`src/shared/lrt_pkg.sv`:
```
package lrt_pkg;

  // register indices on the plain register port
  localparam logic [3:0] LRT_ADDR_SIZE = 4'h0;
  localparam logic [3:0] LRT_ADDR_LINE = 4'h1;
  localparam logic [3:0] LRT_ADDR_FRAME = 4'h2;
  localparam logic [3:0] LRT_ADDR_POL = 4'h3;
  localparam logic [3:0] LRT_ADDR_CLKDIV = 4'h4;
  localparam logic [3:0] LRT_ADDR_STATUS = 4'h5;

  // field positions: two 12-bit fields in size, three 10-bit in sync regs
  localparam int LRT_SZ_W = 12;
  localparam int LRT_PAR_W = 10;
  localparam int LRT_F0_LSB = 0;
  localparam int LRT_F1_LSB = 10;
  localparam int LRT_F2_LSB = 20;
  localparam int LRT_SZ_Y_LSB = 16;
  localparam int LRT_POL_LINE_BIT = 0;
  localparam int LRT_POL_FRAME_BIT = 1;
  localparam int LRT_CK_DIV_LSB = 0;
  localparam int LRT_CK_INV_BIT = 8;
  localparam int LRT_CK_PH_BIT = 9;
  localparam int LRT_CK_EN_BIT = 10;

  // reset values
  localparam logic [31:0] LRT_RST_SIZE = 32'h0010_0010;
  localparam logic [31:0] LRT_RST_LINE = 32'h0010_0401;
  localparam logic [31:0] LRT_RST_FRAME = 32'h0010_0401;
  localparam logic [31:0] LRT_RST_POL = 32'h0000_0000;
  localparam logic [31:0] LRT_RST_CLKDIV = 32'h0000_0003;

  // timing: least pixel period and least platform-to-pixel ratio
  localparam int LRT_SYS_PERIOD_PS = 4000;
  localparam int LRT_PIX_MIN_PS = 7500;
  localparam int LRT_PIX_MIN_RATIO = 3;
  localparam int LRT_DIV_MIN_PERIOD =
    (LRT_PIX_MIN_PS + LRT_SYS_PERIOD_PS - 1) / LRT_SYS_PERIOD_PS;
  localparam int LRT_DIV_MIN = (LRT_DIV_MIN_PERIOD > LRT_PIX_MIN_RATIO) ?
    LRT_DIV_MIN_PERIOD : LRT_PIX_MIN_RATIO;

  typedef enum logic [3:0] {
    LRT_SEG_PULSE = 4'h1,
    LRT_SEG_BACK = 4'h2,
    LRT_SEG_ACTIVE = 4'h4,
    LRT_SEG_FRONT = 4'h8
  } lrt_seg_t;

  typedef struct packed {
    logic [LRT_PAR_W-1:0] front;
    logic [LRT_PAR_W-1:0] back;
    logic [LRT_PAR_W-1:0] pulse;
  } lrt_sync_t;

  typedef struct packed {
    logic line_sync;
    logic frame_sync;
    logic pixel_valid;
  } lrt_ctl_t;

endpackage : lrt_pkg

```
`src/rtl/lrt_timing_gen.sv`:
```
`timescale 1ns/1ns
`default_nettype none
module lrt_timing_gen
  import lrt_pkg::*;
#(
  parameter int PIX_W = 24
) (
  input wire logic sys_clk,
  input wire logic rst_n,
  input wire logic clk_en,
  input wire logic [3:0] reg_addr,
  input wire logic [31:0] reg_wdata,
  input wire logic reg_wr,
  input wire logic reg_rd,
  output logic [31:0] reg_rdata,
  input wire logic [PIX_W-1:0] pixel_in,
  output logic pixel_take,
  output logic line_sync_out,
  output logic frame_sync_out,
  output logic pixel_valid_out,
  output logic panel_clock_pin,
  output logic [PIX_W-1:0] pixel_data_out
);

  ////////////////////////////////////////////////////////////////////////////
  function automatic logic [LRT_PAR_W-1:0] fld(input logic [31:0] r,
                                               input int lsb);
    fld = r[lsb +: LRT_PAR_W];
  endfunction : fld

  // check a segment counter; returns 1 when its last count is reached
  function automatic logic seg_last(input lrt_seg_t s,
                                    input logic [LRT_SZ_W-1:0] cnt,
                                    input lrt_sync_t p,
                                    input logic [LRT_SZ_W-1:0] act);
    logic [LRT_SZ_W-1:0] len;
    len = '0;
    unique case (s)
      LRT_SEG_PULSE: len = LRT_SZ_W'(p.pulse);
      LRT_SEG_BACK: len = LRT_SZ_W'(p.back);
      LRT_SEG_ACTIVE: len = act;
      LRT_SEG_FRONT: len = LRT_SZ_W'(p.front);
      default: len = '0;
    endcase
    seg_last = (cnt + 12'h001 >= len);
  endfunction : seg_last

  function automatic lrt_seg_t seg_next(input lrt_seg_t s);
    unique case (s)
      LRT_SEG_PULSE: seg_next = LRT_SEG_BACK;
      LRT_SEG_BACK: seg_next = LRT_SEG_ACTIVE;
      LRT_SEG_ACTIVE: seg_next = LRT_SEG_FRONT;
      default: seg_next = LRT_SEG_PULSE;
    endcase
  endfunction : seg_next

  ////////////////////////////////////////////////////////////////////////////
  logic [31:0] size_q, line_q, frame_q, pol_q, ckdiv_q;

  always_ff @(posedge sys_clk) begin
    if (!rst_n) begin
      size_q <= LRT_RST_SIZE;
      line_q <= LRT_RST_LINE;
      frame_q <= LRT_RST_FRAME;
      pol_q <= LRT_RST_POL;
      ckdiv_q <= LRT_RST_CLKDIV;
    end else if (clk_en && reg_wr) begin
      if (reg_addr == LRT_ADDR_SIZE) size_q <= reg_wdata;
      if (reg_addr == LRT_ADDR_LINE) line_q <= reg_wdata;
      if (reg_addr == LRT_ADDR_FRAME) frame_q <= reg_wdata;
      if (reg_addr == LRT_ADDR_POL) pol_q <= reg_wdata & 32'h0000_0003;
      if (reg_addr == LRT_ADDR_CLKDIV) ckdiv_q <= reg_wdata & 32'h0000_07FF;
    end
  end

  wire lrt_sync_t hpar = '{front: fld(line_q, LRT_F2_LSB),
                           back: fld(line_q, LRT_F1_LSB),
                           pulse: fld(line_q, LRT_F0_LSB)};
  wire lrt_sync_t vpar = '{front: fld(frame_q, LRT_F2_LSB),
                           back: fld(frame_q, LRT_F1_LSB),
                           pulse: fld(frame_q, LRT_F0_LSB)};
  wire logic [LRT_SZ_W-1:0] act_x = size_q[LRT_SZ_W-1:0];
  wire logic [LRT_SZ_W-1:0] act_y = size_q[LRT_SZ_Y_LSB +: LRT_SZ_W];

  // divider below the legal floor is clamped rather than refused
  wire logic [7:0] div_raw = ckdiv_q[LRT_CK_DIV_LSB +: 8];
  wire logic [7:0] div_eff = (div_raw < 8'(LRT_DIV_MIN)) ?
                             8'(LRT_DIV_MIN) : div_raw;
  wire logic ck_inv = ckdiv_q[LRT_CK_INV_BIT];
  wire logic ck_phase = ckdiv_q[LRT_CK_PH_BIT];
  wire logic run = ckdiv_q[LRT_CK_EN_BIT] == 1'b0;

  ////////////////////////////////////////////////////////////////////////////
  // pixel clock made from sys_clk by a divider; tick marks its rising edge
  logic [7:0] div_q;
  logic pix_clk_q;
  wire logic tick = run && (div_q == 8'h00);
  wire logic half = run && (div_q == (div_eff >> 1));

  always_ff @(posedge sys_clk) begin
    if (!rst_n) begin
      div_q <= 8'h00;
      pix_clk_q <= 1'b0;
    end else if (clk_en) begin
      div_q <= (div_q + 8'h01 >= div_eff) ? 8'h00 : div_q + 8'h01;
      if (tick) pix_clk_q <= 1'b1;
      else if (half) pix_clk_q <= 1'b0;
    end
  end

  ////////////////////////////////////////////////////////////////////////////
  lrt_seg_t hseg_q, vseg_q;
  logic [LRT_SZ_W-1:0] hcnt_q, vcnt_q;
  wire logic h_last = seg_last(hseg_q, hcnt_q, hpar, act_x);
  wire logic v_last = seg_last(vseg_q, vcnt_q, vpar, act_y);
  wire logic line_end = h_last && (hseg_q == LRT_SEG_FRONT);

  always_ff @(posedge sys_clk) begin
    if (!rst_n) begin
      hseg_q <= LRT_SEG_PULSE;
      vseg_q <= LRT_SEG_PULSE;
      hcnt_q <= '0;
      vcnt_q <= '0;
    end else if (clk_en && tick) begin
      hcnt_q <= h_last ? '0 : hcnt_q + 12'h001;
      if (h_last) hseg_q <= seg_next(hseg_q);
      if (line_end) begin
        vcnt_q <= v_last ? '0 : vcnt_q + 12'h001;
        if (v_last) vseg_q <= seg_next(vseg_q);
      end
    end
  end

  ////////////////////////////////////////////////////////////////////////////
  wire logic in_active = (hseg_q == LRT_SEG_ACTIVE) &&
                         (vseg_q == LRT_SEG_ACTIVE);
  wire lrt_ctl_t ctl_d = '{
    line_sync: (hseg_q == LRT_SEG_PULSE) ^ pol_q[LRT_POL_LINE_BIT],
    frame_sync: (vseg_q == LRT_SEG_PULSE) ^ pol_q[LRT_POL_FRAME_BIT],
    pixel_valid: in_active};

  // sync, valid and data outputs follow the counters one pixel edge later, all on the same tick; pixel_take is a one-cycle pulse
  always_ff @(posedge sys_clk) begin
    if (!rst_n) begin
      line_sync_out <= 1'b0;
      frame_sync_out <= 1'b0;
      pixel_valid_out <= 1'b0;
      pixel_data_out <= '0;
      pixel_take <= 1'b0;
    end else if (clk_en) begin
      pixel_take <= tick && in_active;
      if (tick) begin
        line_sync_out <= ctl_d.line_sync;
        frame_sync_out <= ctl_d.frame_sync;
        pixel_valid_out <= ctl_d.pixel_valid;
        pixel_data_out <= in_active ? pixel_in : '0;
      end
    end
  end

  // phase delay shifts the panel clock by one platform cycle
  logic pix_dly_q;
  always_ff @(posedge sys_clk) begin
    if (!rst_n) begin
      pix_dly_q <= 1'b0;
      panel_clock_pin <= 1'b0;
    end else if (clk_en) begin
      pix_dly_q <= pix_clk_q;
      panel_clock_pin <= (ck_phase ? pix_dly_q : pix_clk_q) ^ ck_inv;
    end
  end

  ////////////////////////////////////////////////////////////////////////////
  wire logic [31:0] status = {6'h00, vseg_q, vcnt_q, hseg_q, 6'h00};
  logic [31:0] rd_mux;
  always_comb begin
    unique case (reg_addr)
      LRT_ADDR_SIZE: rd_mux = size_q;
      LRT_ADDR_LINE: rd_mux = line_q;
      LRT_ADDR_FRAME: rd_mux = frame_q;
      LRT_ADDR_POL: rd_mux = pol_q;
      LRT_ADDR_CLKDIV: rd_mux = ckdiv_q;
      LRT_ADDR_STATUS: rd_mux = status;
      default: rd_mux = 32'h0000_0000;
    endcase
  end

  always_ff @(posedge sys_clk) begin
    if (!rst_n) reg_rdata <= 32'h0000_0000;
    else if (clk_en) reg_rdata <= reg_rd ? rd_mux : 32'h0000_0000;
  end
endmodule : lrt_timing_gen
`default_nettype wire

```
`config.mk`:
```
export PLATFORM = sky130hd
export DESIGN_NAME = lrt_timing_gen
export DESIGN_NICKNAME = d
export VERILOG_FILES = /design/src/shared/lrt_pkg.sv /design/src/rtl/lrt_timing_gen.sv
export SDC_FILE = /design/constraint.sdc
export NUM_CORES = 1
export LEC_CHECK = 0
export BUFFER_PORTS_ARGS = -buffer_cell sky130_fd_sc_hd__buf_2
export CAP_MARGIN = 5
export CORE_AREA = 2 2 163 165
export CTS_CLUSTER_SIZE = 24
export DETAILED_ROUTE_END_ITERATION = 8
export DIE_AREA = 0 0 165 167
export HOLD_SLACK_MARGIN = 0.03
export PLACE_DENSITY = 0.67
export SYNTH_ARGS = -nofsm -noshare
export SYNTH_HDL_FRONTEND = slang
export SYNTH_SLANG_ARGS = --single-unit
```
`constraint.sdc`:
```
create_clock -name sys_clk -period 6.23 [get_ports sys_clk]
set_input_delay 1.246 -clock sys_clk [delete_from_list [all_inputs] [get_ports sys_clk]]
set_output_delay 1.246 -clock sys_clk [all_outputs]
set_load 0.02 [all_outputs]
```
* Word-level counts from Yosys, hierarchy flattened
Cells that the tools add are included.
** Word-level totals
- Register bits after elaboration :: 212
- Input bits :: 65
- Output and inout bits :: 61
- Logic and storage cells :: 78
** Operators by class
- Add/sub/neg operators :: 3
- $lt $le $gt $ge :: 4
- Equality and inequality tests :: 14
- Mux-type cells :: 14
- Bitwise operators :: 4
- Reduce and logical (&&, ||, !) cells :: 20
** Operator list (number)
- 32-bit one-hot mux with 6 select lines :: 1
- 12-bit one-hot mux with 4 select lines :: 2
- 32-bit two-way mux :: 1
- 12-bit by 1-bit adder with 12-bit output, second input constant :: 2
- 12-bit greater-or-equal comparator :: 2
- 12-bit two-way mux :: 2
- 24-bit two-way mux :: 1
- 4-bit one-hot mux with 3 select lines :: 2
- 2-bit AND reduction :: 9
- 4-bit by 2-bit equality test with 1-bit output, second input constant :: 4
- 4-bit by 3-bit equality test with 1-bit output, second input constant :: 4
- 8-bit two-way mux :: 2
- 4-bit by 1-bit equality test with 1-bit output, second input constant :: 3
- 8-bit by 1-bit adder with 8-bit output, second input constant :: 1
- 4-bit equality test, second input constant :: 2
- 8-bit by 7-bit equality test with 1-bit output :: 1
- 8-bit greater-or-equal comparator :: 1
- 8-bit zero test :: 1
- 8-bit by 2-bit less-than comparator with 1-bit output, second input constant :: 1
- 1-bit logical AND :: 7
- 4-bit zero test :: 1
- 1-bit two-way mux :: 3
- 3-bit AND reduction :: 1
- 1-bit XOR :: 3
- other kinds (2) :: 2

* Depth between registers and ports, before layout
Gate-level depths: netlist of the first run.
- Depth after elaboration :: 6
- Gate-level depth with buffers :: 13

* Worst setup path after synthesis of the first run
Ideal clock, no wire load.
- Path type :: register -> register
- From :: register hseg_q[0]
- To :: register hcnt_q[5]
- Arrival time :: 2.984 ns
- Required time :: 6.160 ns
- Path slack :: 3.177 ns
- Stages on the path, launching flop included :: 12
- Path buffers :: 2
- Clock period less this slack :: 3.053 ns
- Cells stage by stage :: dfxtp_1 > nor4b_1 > clkbuf_1 > a221oi_1 > ha_1 > a21o_1 > a21o_1 > a2111oi_4 > o21a_4 > buf_12 > nand3_2 > a21oi_2
** On the way
- Word-level cells in the longest chain between the ends :: 4
- Elaborated cells between the ends (all ways) :: 7
- Classes of those cells :: order compare (1); eq/ne (4); mux (2)
** RTL lines
- from (decl) :: RTL line lrt_timing_gen.sv:112 : lrt_seg_t hseg_q, vseg_q;
- from (signal assigned) :: RTL line lrt_timing_gen.sv:126 : if (h_last) hseg_q <= seg_next(hseg_q);
- 4-bit equality test (tied with other cells) :: RTL line lrt_timing_gen.sv:38 : unique case (s)
- 12-bit one-hot mux with 4 select lines * :: RTL line lrt_timing_gen.sv:38
- 12-bit greater-or-equal comparator * :: RTL line lrt_timing_gen.sv:45 : seg_last = (cnt + 12'h001 >= len);
- 12-bit two-way mux * :: RTL line lrt_timing_gen.sv:125 : hcnt_q <= h_last ? '0 : hcnt_q + 12'h001;
- to (signal assigned) :: RTL line lrt_timing_gen.sv:125
- to (decl) :: RTL line lrt_timing_gen.sv:113 : logic [LRT_SZ_W-1:0] hcnt_q, vcnt_q;
Every way passes the cells marked *; elsewhere a longest branch is shown, timed or not.
A chain may end at the register's enable or synchronous reset.

* Final worst setup path of the first run
- From :: register vseg_q[1]
- To :: register vseg_q[0]
** On the way
- Word-level cells in the longest chain between the ends :: 4
- Elaborated cells between the ends (all ways) :: 8
- Classes of those cells :: order compare (1); eq/ne (4); mux (2); reduce/logical (1)
** RTL lines
- from (decl) :: RTL line lrt_timing_gen.sv:112
- from (signal assigned) :: RTL line lrt_timing_gen.sv:129 : if (v_last) vseg_q <= seg_next(vseg_q);
- 4-bit equality test (tied with other cells) :: RTL line lrt_timing_gen.sv:38
- 12-bit one-hot mux with 4 select lines :: RTL line lrt_timing_gen.sv:38
- 12-bit greater-or-equal comparator :: RTL line lrt_timing_gen.sv:45
- 3-bit AND reduction (no line)
Parallel ways exist; a longest one is shown, timed or not.

==> results of run 1 <==
==> power by group through the flow <==
stage | combinational [mW] | clock [mW] | sequential [mW]
2_1_floorplan | 0.142 | 0 | 1.42
3_3_place_gp | 0.220 | 0 | 1.42
3_5_place_dp | 0.223 | 0 | 1.42
4_1_cts | 0.224 | 1.41 | 1.39
6_report | 0.224 | 1.39 | 1.39
5_1_grt | 0.245 | 1.47 | 1.39
==> synthesized netlist by cell type (19+ instances only) <==
library cell / count / area share
nand3_1: 30 / 0.015
nor2_1: 58 / 0.021
xnor2_1: 27 / 0.023
nand2b_1: 23 / 0.014
buf_2: 20 / 0.0098
ha_1: 36 / 0.044
clkbuf_1: 68 / 0.025
nand2_1: 294 / 0.11
a222oi_1: 25 / 0.025
a21o_1: 26 / 0.019
dfxtp_1: 212 / 0.42
inv_1: 20 / 0.0074
a22oi_1: 40 / 0.029
a22o_1: 19 / 0.016
a21oi_1: 138 / 0.068
==> how the worst max path moves through the flow <==
stage / end / cells past startpoint / slack [ns] / start
floorplan: hcnt_q[5]$_SDFFE_PN0P_ / 11 / 3.18 / hseg_q[0]$_SDFFE_PN1P_
global placement: pixel_data_out[18]$_SDFFE_PN0P_ / 8 / 2.16 / clk_en
detailed placement: pixel_data_out[22]$_SDFFE_PN0P_ / 8 / 2.11 / clk_en
CTS: vseg_q[0]$_SDFFE_PN1P_ / 10 / 2.49 / vseg_q[1]$_SDFFE_PN0P_
global route: vseg_q[0]$_SDFFE_PN1P_ / 10 / 2.31 / vseg_q[1]$_SDFFE_PN0P_
finish: vseg_q[0]$_SDFFE_PN1P_ / 10 / 2.42 / vseg_q[1]$_SDFFE_PN0P_
==> flip-flops by register name, summed over array words and instances (netlist names), 2 cells and up <==
signal and cells:
pol_q 2, reg_rdata 32, ckdiv_q 11, hcnt_q 12, vcnt_q 12, pixel_data_out 24
frame_q 32, div_q 8, vseg_q 4, hseg_q 4, size_q 32, line_q 32
==> routing by layer <==
metal  part of all wire  track usage  vias to the layer above  wire (um)
met5            0.00041            0                        -         13
met4              0.025       0.0662                        2        789
met3              0.070       0.0369                       55       2210
met2               0.46        0.359                      360      14700
met1               0.44        0.322                     4557      14000
li1                   -            -                     4536          -
==> through the flow <==
stage,total power [mW],instance area (um^2),cells,utilization,setup slack (ns)
finish,3.00,11800,1658,0.457,2.42
global route,3.11,11800,1658,0.457,2.31
CTS,3.02,11800,1658,0.457,2.49
detailed placement,1.64,11000,1617,0.428,2.11
global placement,1.64,11000,1617,0.428,2.16
floorplan,1.56,10200,1234,-,3.18
==> layout make-up <==
type | count | area [um^2]
well taps | 335 | 419
multi-input cells | 905 | 5500
repair buffers | 144 | 768
clock buffers | 38 | 724
inverters | 21 | 83.8
flip-flops and latches | 212 | 4240
clock inverters | 3 | 42.5
fillers | 2512 | 14000
==> critical path: cells and delay by family (launching register included) <==
family,cells,cell delay [ns]
AO/OA/AOI/OAI,4,0.80
flip-flops,1,0.47
AND/OR/NAND/NOR,3,1.56
adder cells (fa/ha/maj),1,0.34
buffers and inverters,2,0.54
==> placed cells by master, fill, tap and decap left out, types with 26 or more instances in the layout <==
master	count
nand2_1	294
dfxtp_1	212
a21oi_1	138
buf_2	125
nor2_1	57
a22oi_1	40
ha_1	36
xnor2_1	27
nand3_1	27
a21o_1	26
==> cells by family after synthesis <==
kind of cell,count (synthesis)
XOR/XNOR,37
AND/OR/NAND/NOR,474
multiplexers,5
flip-flops,212
AO/OA/AOI/OAI,353
adder cells (fa/ha/maj),36
buffers and inverters,117
==> reports/metrics.cfg, run 1 <==
[floorplan]
die-area_um2 = 27600
core_area_um2 = 25800
start_util = 0.396
rows = 59
die_h_um = 167
die_x_um = 165
top_level_ports = 126

[setup_path]
critPathRequiredTime_ns = 6.65
slowest_delay_ns = 1.05
slowest_stage = nor4b_1
reg2regPathDepth = 10
crit_fanout = 21
worstPathCellList = nor4b_1 -> buf_4 -> a221oi_1 -> ha_1 -> nand4_1 -> o31ai_1 -> a221oi_2 -> buf_4 -> or4_1 -> o311ai_1
path_common_cell = buf_4
reg2reg_to = vseg_q[0]$_SDFFE_PN1P_
rrSetupSlack_ns = 2.42
arrival_ns = 4.23
end_kind = flop
crit-reg2reg-launch = vseg_q[1]$_SDFFE_PN0P_
critPathKind = reg2reg
start_kind = flop

[sta]
timing.final.crit_share = 0.611
min_period_ns = 3.81
slew_headroom = 0.144
tns_ns = 0
hold_ws_ns = 0.455
clock_skew_ns = 0.0158
tightest_slew_ns = 1.27
fmax_mhz = 263
rsz0062_at_grt = false
hold_viol_final = 0
drv_slew = 0
setup_viol = 0

[synth]
synth_area_um2 = 10200
synth-simple-area-share = 0.213
ys.warnings.count = 0
synth_top_family_by_area = compound AO/OA/AOI/OAI gates
synth_seq_area_share = 0.416
synth-async-reset-ratio = 0
synth-compound-area-share = 0.240
synth_flop_cell = dfxtp_1
synth-edff-count = 0
synthAdderAreaFrac = 0.0442
syn_nets = 1335
synth.area.mux_share = 0.00491
synth_cell_types = 64
synthXorXnorAreaFrac = 0.0318
syn_inst = 1234
synth-seq-cells = 212
syn_area_per_cell_um2 = 8.27

[routing]
routedWlPerCell_um = 19.2
ant_nets = 0
firstDrtPassIters = 8
drt-total-wl_um = 31800
first_iter_violations = 992
vias_per_cell = 5.74
vias = 9510
drc = 0

[min_path]
hold_class = reg2reg
min_from = line_q[31]$_SDFFE_PN0P_
whs_endpoint = line_q[31]$_SDFFE_PN0P_
holdPathStages = 2

[clock_network]
clock_latency_ns = 0.52
numCtsBuffers = 24
tritoncts = yes
clk_path_buf_depth = 3
cts_setup_buffers = 0
cts_hold_buf = 0
htree_levels = 1
cts_resized = 0
cts.reportedPaths.clkPinSlew_ns = 0.06
root_buffer = clkbuf_16
cts_sinks = 212

[power]
ir_drop_mv = 0.231
p_leak_nw = 4.26
p_int_mw = 2.27
swShare = 0.244
p_per_area_nw_per_um2 = 255
p_comb_frac = 0.075
pwr-share-seq = 0.463
power_frac_clock = 0.462
power_switching_uw = 731

[global_routing]
track_usage = 0.228
grt-ovfl-total = 0
grt_pass1_vias = 8870
antenna_found_initial = 1
grt_max_degree = 113
grt_pass1_wl_um = 50100

[placed_design]
port_buffers = 125
routabilityCongestion = 0.874
dp_hpwl_um = 21700

[layout]
syn_to_final_growth_pct = 15.5
num_antenna_cells = 0
drive_gt1_frac = 0.172
fin_nets = 1409

[outcome]
status = finished, final reports clean

[flow_run]
max-cap-violations = 0

Power figures use the tool's default switching activity.
==> run 2: changes to the inputs <==
Clock period 6.23 ns to 3.7 ns, I/O delays scaled along.
==> reports/metrics.cfg, run 2 (synthesized netlist as in run 1, its figures left out) <==
[outcome]
status = finished, final reports clean

[min_path]
hold_class = in2reg

[clock_network]
tritoncts = yes
cts_hold_buf = 0  ; unchanged
numCtsBuffers = 24  ; unchanged
cts.reportedPaths.clkPinSlew_ns = 0.06  ; about the same
cts_resized = 0  ; unchanged
clock_latency_ns = 0.53  ; about the same
root_buffer = clkbuf_16
htree_levels = 1  ; unchanged
cts_sinks = 212  ; unchanged
cts_setup_buffers = 0  ; unchanged
clk_path_buf_depth = 3  ; unchanged

[floorplan]
start_util = 0.396  ; unchanged
die_h_um = 167  ; unchanged
core_area_um2 = 25800  ; unchanged
top_level_ports = 126  ; unchanged
die_x_um = 165  ; unchanged
rows = 59  ; unchanged
die-area_um2 = 27600  ; unchanged

[layout]
multiInputGateArea_um2 = 5480  ; -0.36%
fin_nets = 1423  ; +0.99%
syn_to_final_growth_pct = 17.1
layout_commonest_cell = nand2_1
layout_common_cells = nand2_1, dfxtp_1, a21oi_1
drive_gt1_frac = 0.181  ; +0.00942
nFillCells = 2486  ; -1.0%
seq_area_um2 = 4240  ; unchanged

[setup_path]
path_common_cell = a21o_1
critPathRequiredTime_ns = 4.12  ; -2.53 ns
start_kind = flop
slowest_stage = o21a_4
arrival_ns = 3.79  ; -0.44 ns
crit_fanout = 35  ; +67%
crit_family = compound AO/OA/AOI/OAI gates
slowest_delay_ns = 0.53  ; -0.52 ns
critPathKind = reg2reg
worstPathCellList = nor4b_2 -> buf_4 -> a22o_1 -> a221oi_1 -> ha_1 -> a21o_1 -> a21o_1 -> a2111oi_4 -> o21a_4 -> o311ai_1 -> o41ai_1
worst-path-buf-inv = 1  ; -1
end_kind = flop

[flow_run]
max-cap-violations = 0  ; unchanged

[sta]
clock_skew_ns = 0.0107  ; -0.00513 ns
hold_ws_ns = 0.452  ; -0.00298 ns
setup_ws_ns = 0.330  ; -2.09 ns
min_period_ns = 3.37  ; -0.438 ns
tightest_slew_ns = 0.808  ; -0.458 ns
slew_headroom = 0.460  ; +0.316
tns_ns = 0  ; unchanged
hold_viol_final = 0  ; unchanged
setup_viol = 0  ; unchanged
drv_slew = 0  ; unchanged
rsz0062_at_grt = false
fmax_mhz = 297  ; +13%
timing.final.crit_share = 0.911  ; +0.300

[power]
p_leak_nw = 4.36  ; +2.4%
ir_drop_mv = 0.416  ; +81%
p_per_area_nw_per_um2 = 435  ; +71%

[routing]
vias_per_cell = 5.74  ; about the same
drt-total-wl_um = 32500  ; +2.4%
routedWlPerCell_um = 19.4  ; +1.5%
drc = 0  ; unchanged
firstDrtPassIters = 9  ; +1
ant_nets = 0  ; unchanged
vias = 9604  ; +0.99%
first_iter_violations = 1023  ; +3.1%

[global_routing]
grt-ovfl-total = 0  ; unchanged
antenna_found_initial = 1  ; unchanged
grt_pass1_vias = 9081  ; +2.4%
grt_pass1_wl_um = 51800  ; +3.2%
track_usage = 0.236  ; +0.00737
grt_max_degree = 107  ; -5.3%

[placed_design]
port_buffers = 125  ; unchanged
routabilityCongestion = 0.921  ; +5.4%
dp_hpwl_um = 22700  ; +4.5%
place_ws_ns = 0.356  ; -1.76 ns

## run 2: cell types whose count changed in the layout (fill, tap and decap cells not counted)
cell	previous run	this run
clkinv_2	1	4
nand3_1	27	30
clkinvlp_4	1	2
nor3_1	1	2
buf_12	0	3
buf_4	19	30
nor3_2	2	1
diode_2	0	1
clkbuf_1	8	3
clkbuf_8	5	3
inv_6	1	2
nand3_2	14	11
bufinv_16	1	3
## run 2: report_power, final
group | internal [mW] | total (mW) | switching, mW
registers | 2.31 | 2.34 | 0.0345
logic | 0.124 | 0.382 | 0.259
clock network | 1.50 | 2.47 | 0.974
## run 2: per-stage QoR
step	total power [mW]	std cells	area, um^2	util
5_1_grt	5.35	1672	11900	0.464
3_3_place_gp	2.76	1631	11100	0.432
6_report	5.20	1673	12000	0.464
3_5_place_dp	2.77	1631	11100	0.432
2_1_floorplan	2.62	1234	10200	-
4_1_cts	5.22	1672	11900	0.464
## run 2: metal layers
layer | track usage | part of all wire | wire length (um) | vias to the layer above
li1 | - | - | - | 4564
met1 | 0.330 | 0.43 | 14000 | 4608
met2 | 0.372 | 0.47 | 15200 | 373
met3 | 0.0356 | 0.075 | 2440 | 57
met4 | 0.0737 | 0.025 | 799 | 2
met5 | 0 | 0.00040 | 13 | -
## run 2: layout make-up
class,count,share of cell area
Multi-Input combinational cell,905,0.458
Sequential cell,212,0.355
Timing Repair Buffer,158,0.0762
Clock buffer,31,0.0567
Tap cell,335,0.0351
Clock inverter,10,0.0112
Inverter,21,0.00701
Antenna cell,1,0.000209
## run 2: final timing paths
kind / from / endpoint / slack [ns] / depth (start not counted)
max reg2reg: hseg_q[1]$_SDFFE_PN0P_ / vseg_q[1]$_SDFFE_PN0P_ / 0.33 / 11
min reg2reg: frame_q[31]$_SDFFE_PN0P_ / frame_q[31]$_SDFFE_PN0P_ / 0.45 / 2
max: hseg_q[1]$_SDFFE_PN0P_ / vseg_q[1]$_SDFFE_PN0P_ / 0.33 / 11
min: pixel_in[5] / pixel_data_out[5]$_SDFFE_PN0P_ / 0.45 / 3
## run 2: worst reg2reg max path, cell delays in order, from the launching register on
cell and delay, ns:
dfxtp_1 0.51, nor4b_2 0.09, buf_4 0.19, a22o_1 0.24, a221oi_1 0.32, ha_1 0.33, a21o_1 0.18, a21o_1 0.20
a2111oi_4 0.40, o21a_4 0.53, o311ai_1 0.18, o41ai_1 0.09
==> run 3: changes to the inputs <==
Settings changed: BUFFER_PORTS_ARGS -buffer_cell sky130_fd_sc_hd__buf_2 to -buffer_cell sky130_fd_sc_hd__buf_4.
==> reports/metrics.cfg, run 3 (synthesized netlist as in run 1, its figures left out) <==
[layout]
num_antenna_cells = 0  ; -1
layout_commonest_cell = nand2_1
final_util = 0.471  ; +0.00665
drive_gt1_frac = 0.176  ; -0.00484
layout_common_cells = nand2_1, dfxtp_1, buf_4
syn_to_final_growth_pct = 18.8
fin_nets = 1421  ; -0.14%

[setup_path]
worstPathCellList = nor4b_1 -> buf_4 -> a22o_1 -> a221oi_1 -> ha_1 -> a21o_1 -> a21o_1 -> a2111oi_4 -> o21a_4 -> o311ai_1 -> o41ai_1
reg2regPathDepth = 11  ; unchanged
rrSetupSlack_ns = 0.40  ; +0.07 ns
critPathKind = reg2reg
end_kind = flop
crit_family = compound AO/OA/AOI/OAI gates
reg2reg_to = vseg_q[1]$_SDFFE_PN0P_
slowest_delay_ns = 0.53  ; about the same
arrival_ns = 3.70  ; -0.09 ns
crit-reg2reg-launch = hseg_q[1]$_SDFFE_PN0P_
slowest_stage = o21a_4
start_kind = flop
critPathRequiredTime_ns = 4.09  ; -0.03 ns
path_common_cell = a21o_1
worst-path-buf-inv = 1  ; unchanged
crit_fanout = 35  ; unchanged

[placed_design]
port_buffers = 125  ; unchanged
dp_hpwl_um = 22700  ; +0.21%
routabilityCongestion = 0.943  ; +2.4%
place_ws_ns = 0.438  ; +0.0814 ns

[sta]
hold_ws_ns = 0.460  ; +0.00787 ns
tightest_slew_ns = 0.805  ; -0.00277 ns
setup_viol = 0  ; unchanged
hold_viol_final = 0  ; unchanged
tns_ns = 0  ; unchanged
drv_slew = 0  ; unchanged
clock_skew_ns = 0.00939  ; -0.00131 ns
fmax_mhz = 303  ; +2.0%
min_period_ns = 3.30  ; -0.0661 ns
setup_ws_ns = 0.396  ; +0.0661 ns
timing.final.crit_share = 0.893  ; -0.0179
rsz0062_at_grt = false
slew_headroom = 0.458  ; -0.00232

[floorplan]
start_util = 0.396  ; unchanged
core_area_um2 = 25800  ; unchanged
top_level_ports = 126  ; unchanged
die_x_um = 165  ; unchanged
rows = 59  ; unchanged
die_h_um = 167  ; unchanged
die-area_um2 = 27600  ; unchanged

[clock_network]
cts_sinks = 212  ; unchanged
clock_latency_ns = 0.51  ; -0.02 ns
clk_path_buf_depth = 3  ; unchanged
htree_levels = 1  ; unchanged
numCtsBuffers = 23  ; -4.2%
cts_setup_buffers = 0  ; unchanged
root_buffer = clkbuf_16
cts_resized = 0  ; unchanged
cts.reportedPaths.clkPinSlew_ns = 0.06  ; about the same
cts_hold_buf = 0  ; unchanged
tritoncts = yes

[min_path]
hold_class = reg2reg
whs_endpoint = reg_rdata[5]$_SDFFE_PN0P_
min_from = reg_rdata[5]$_SDFFE_PN0P_
holdPathStages = 2  ; -1

[power]
p_int_mw = 3.72  ; -5.3%
p_leak_nw = 4.34  ; -0.52%
pwr-share-seq = 0.472  ; +0.021
p_per_area_nw_per_um2 = 409  ; -6.0%
p_comb_frac = 0.081  ; +0.007
ir_drop_mv = 0.327  ; -21%
power_frac_clock = 0.447  ; -0.029
power_mw = 4.96  ; -4.6%
swShare = 0.249  ; +0.00506
power_switching_mw = 1.23  ; -2.6%

[global_routing]
grt_max_degree = 72  ; -33%
grt-busiest-layer = met2
use_met3 = 0.0366  ; +0.000996
track_usage = 0.231  ; -0.00507
grt_pass1_vias = 8952  ; -1.4%
grt.met1_usage = 0.327  ; -0.00315
grt-ovfl-total = 0  ; unchanged
grt_pass1_wl_um = 50500  ; -2.5%
antenna_found_initial = 0  ; -1
grt.met2_usage = 0.360  ; -0.0121

[routing]
ant_nets = 0  ; unchanged
drt-total-wl_um = 32300  ; -0.72%
first_iter_violations = 993  ; -2.9%
vias_per_cell = 5.73  ; -0.10%
drc = 0  ; unchanged
vias = 9571  ; -0.34%
routedWlPerCell_um = 19.3  ; -0.48%
firstDrtPassIters = 7  ; -2

[outcome]
status = finished, final reports clean

[flow_run]
max-cap-violations = 0  ; unchanged

-- run 3: cell types whose count changed in the layout (fill, tap and decap cells not counted), sizes merged --
cell,delta
buf,-1
bufinv,-2
clkbuf,+2
clkinv,-2
clkinvlp,+1
diode,-1
inv,-1
-- run 3: routing by layer --
layer	part of all wire	vias to the layer above	wire length, um
met4	0.022	0	717
met5	0	-	0
met2	0.46	412	14900
met1	0.44	4549	14200
li1	-	4556	-
met3	0.076	54	2450
-- run 3: power groups by stage --
stage | combinational [mW] | clock, mW | sequential (mW)
after floorplan | 0.240 | 0 | 2.38
after global placement | 0.392 | 0 | 2.39
after detailed placement | 0.396 | 0 | 2.39
after CTS | 0.397 | 2.24 | 2.34
after global routing | 0.435 | 2.34 | 2.34
final | 0.400 | 2.21 | 2.34
-- run 3: worst max-delay path by stage --
stage / slack [ns] / cells past startpoint / to / startpoint
global placement: 0.54 / 11 / vseg_q[3]$_SDFFE_PN0P_ / hseg_q[3]$_SDFFE_PN0P_
detailed placement: 0.44 / 11 / vcnt_q[3]$_SDFFE_PN0P_ / hseg_q[1]$_SDFFE_PN0P_
global route: 0.10 / 11 / vcnt_q[3]$_SDFFE_PN0P_ / hcnt_q[0]$_SDFFE_PN0P_
finish: 0.40 / 11 / vseg_q[1]$_SDFFE_PN0P_ / hseg_q[1]$_SDFFE_PN0P_
floorplan: 0.65 / 11 / hcnt_q[5]$_SDFFE_PN0P_ / hseg_q[0]$_SDFFE_PN1P_
CTS: 0.41 / 11 / vcnt_q[3]$_SDFFE_PN0P_ / hseg_q[1]$_SDFFE_PN0P_
-- run 3: worst reg2reg max path: stages, from the launching register on --
cell       delay (ns)
dfxtp_1          0.51
nor4b_1          0.32
buf_4            0.23
a22o_1           0.14
a221oi_1         0.05
ha_1             0.31
a21o_1           0.19
a21o_1           0.20
a2111oi_4        0.41
o21a_4           0.53
o311ai_1         0.19
o41ai_1          0.10
-- run 3: area by class of cell --
cell class	count	area, um^2
fillers	2476	13600
flip-flops and latches	212	4240
multi-input cells	905	5480
well taps	335	419
clock inverters	6	62.6
inverters	21	83.8
repair buffers	157	1190
clock buffers	33	643
-- run 3: through the flow --
stage,instances,area [um^2]
6_report,1669,12100
5_1_grt,1669,12100
4_1_cts,1669,12100
3_5_place_dp,1630,11400
3_3_place_gp,1630,11400
2_1_floorplan,1234,10200
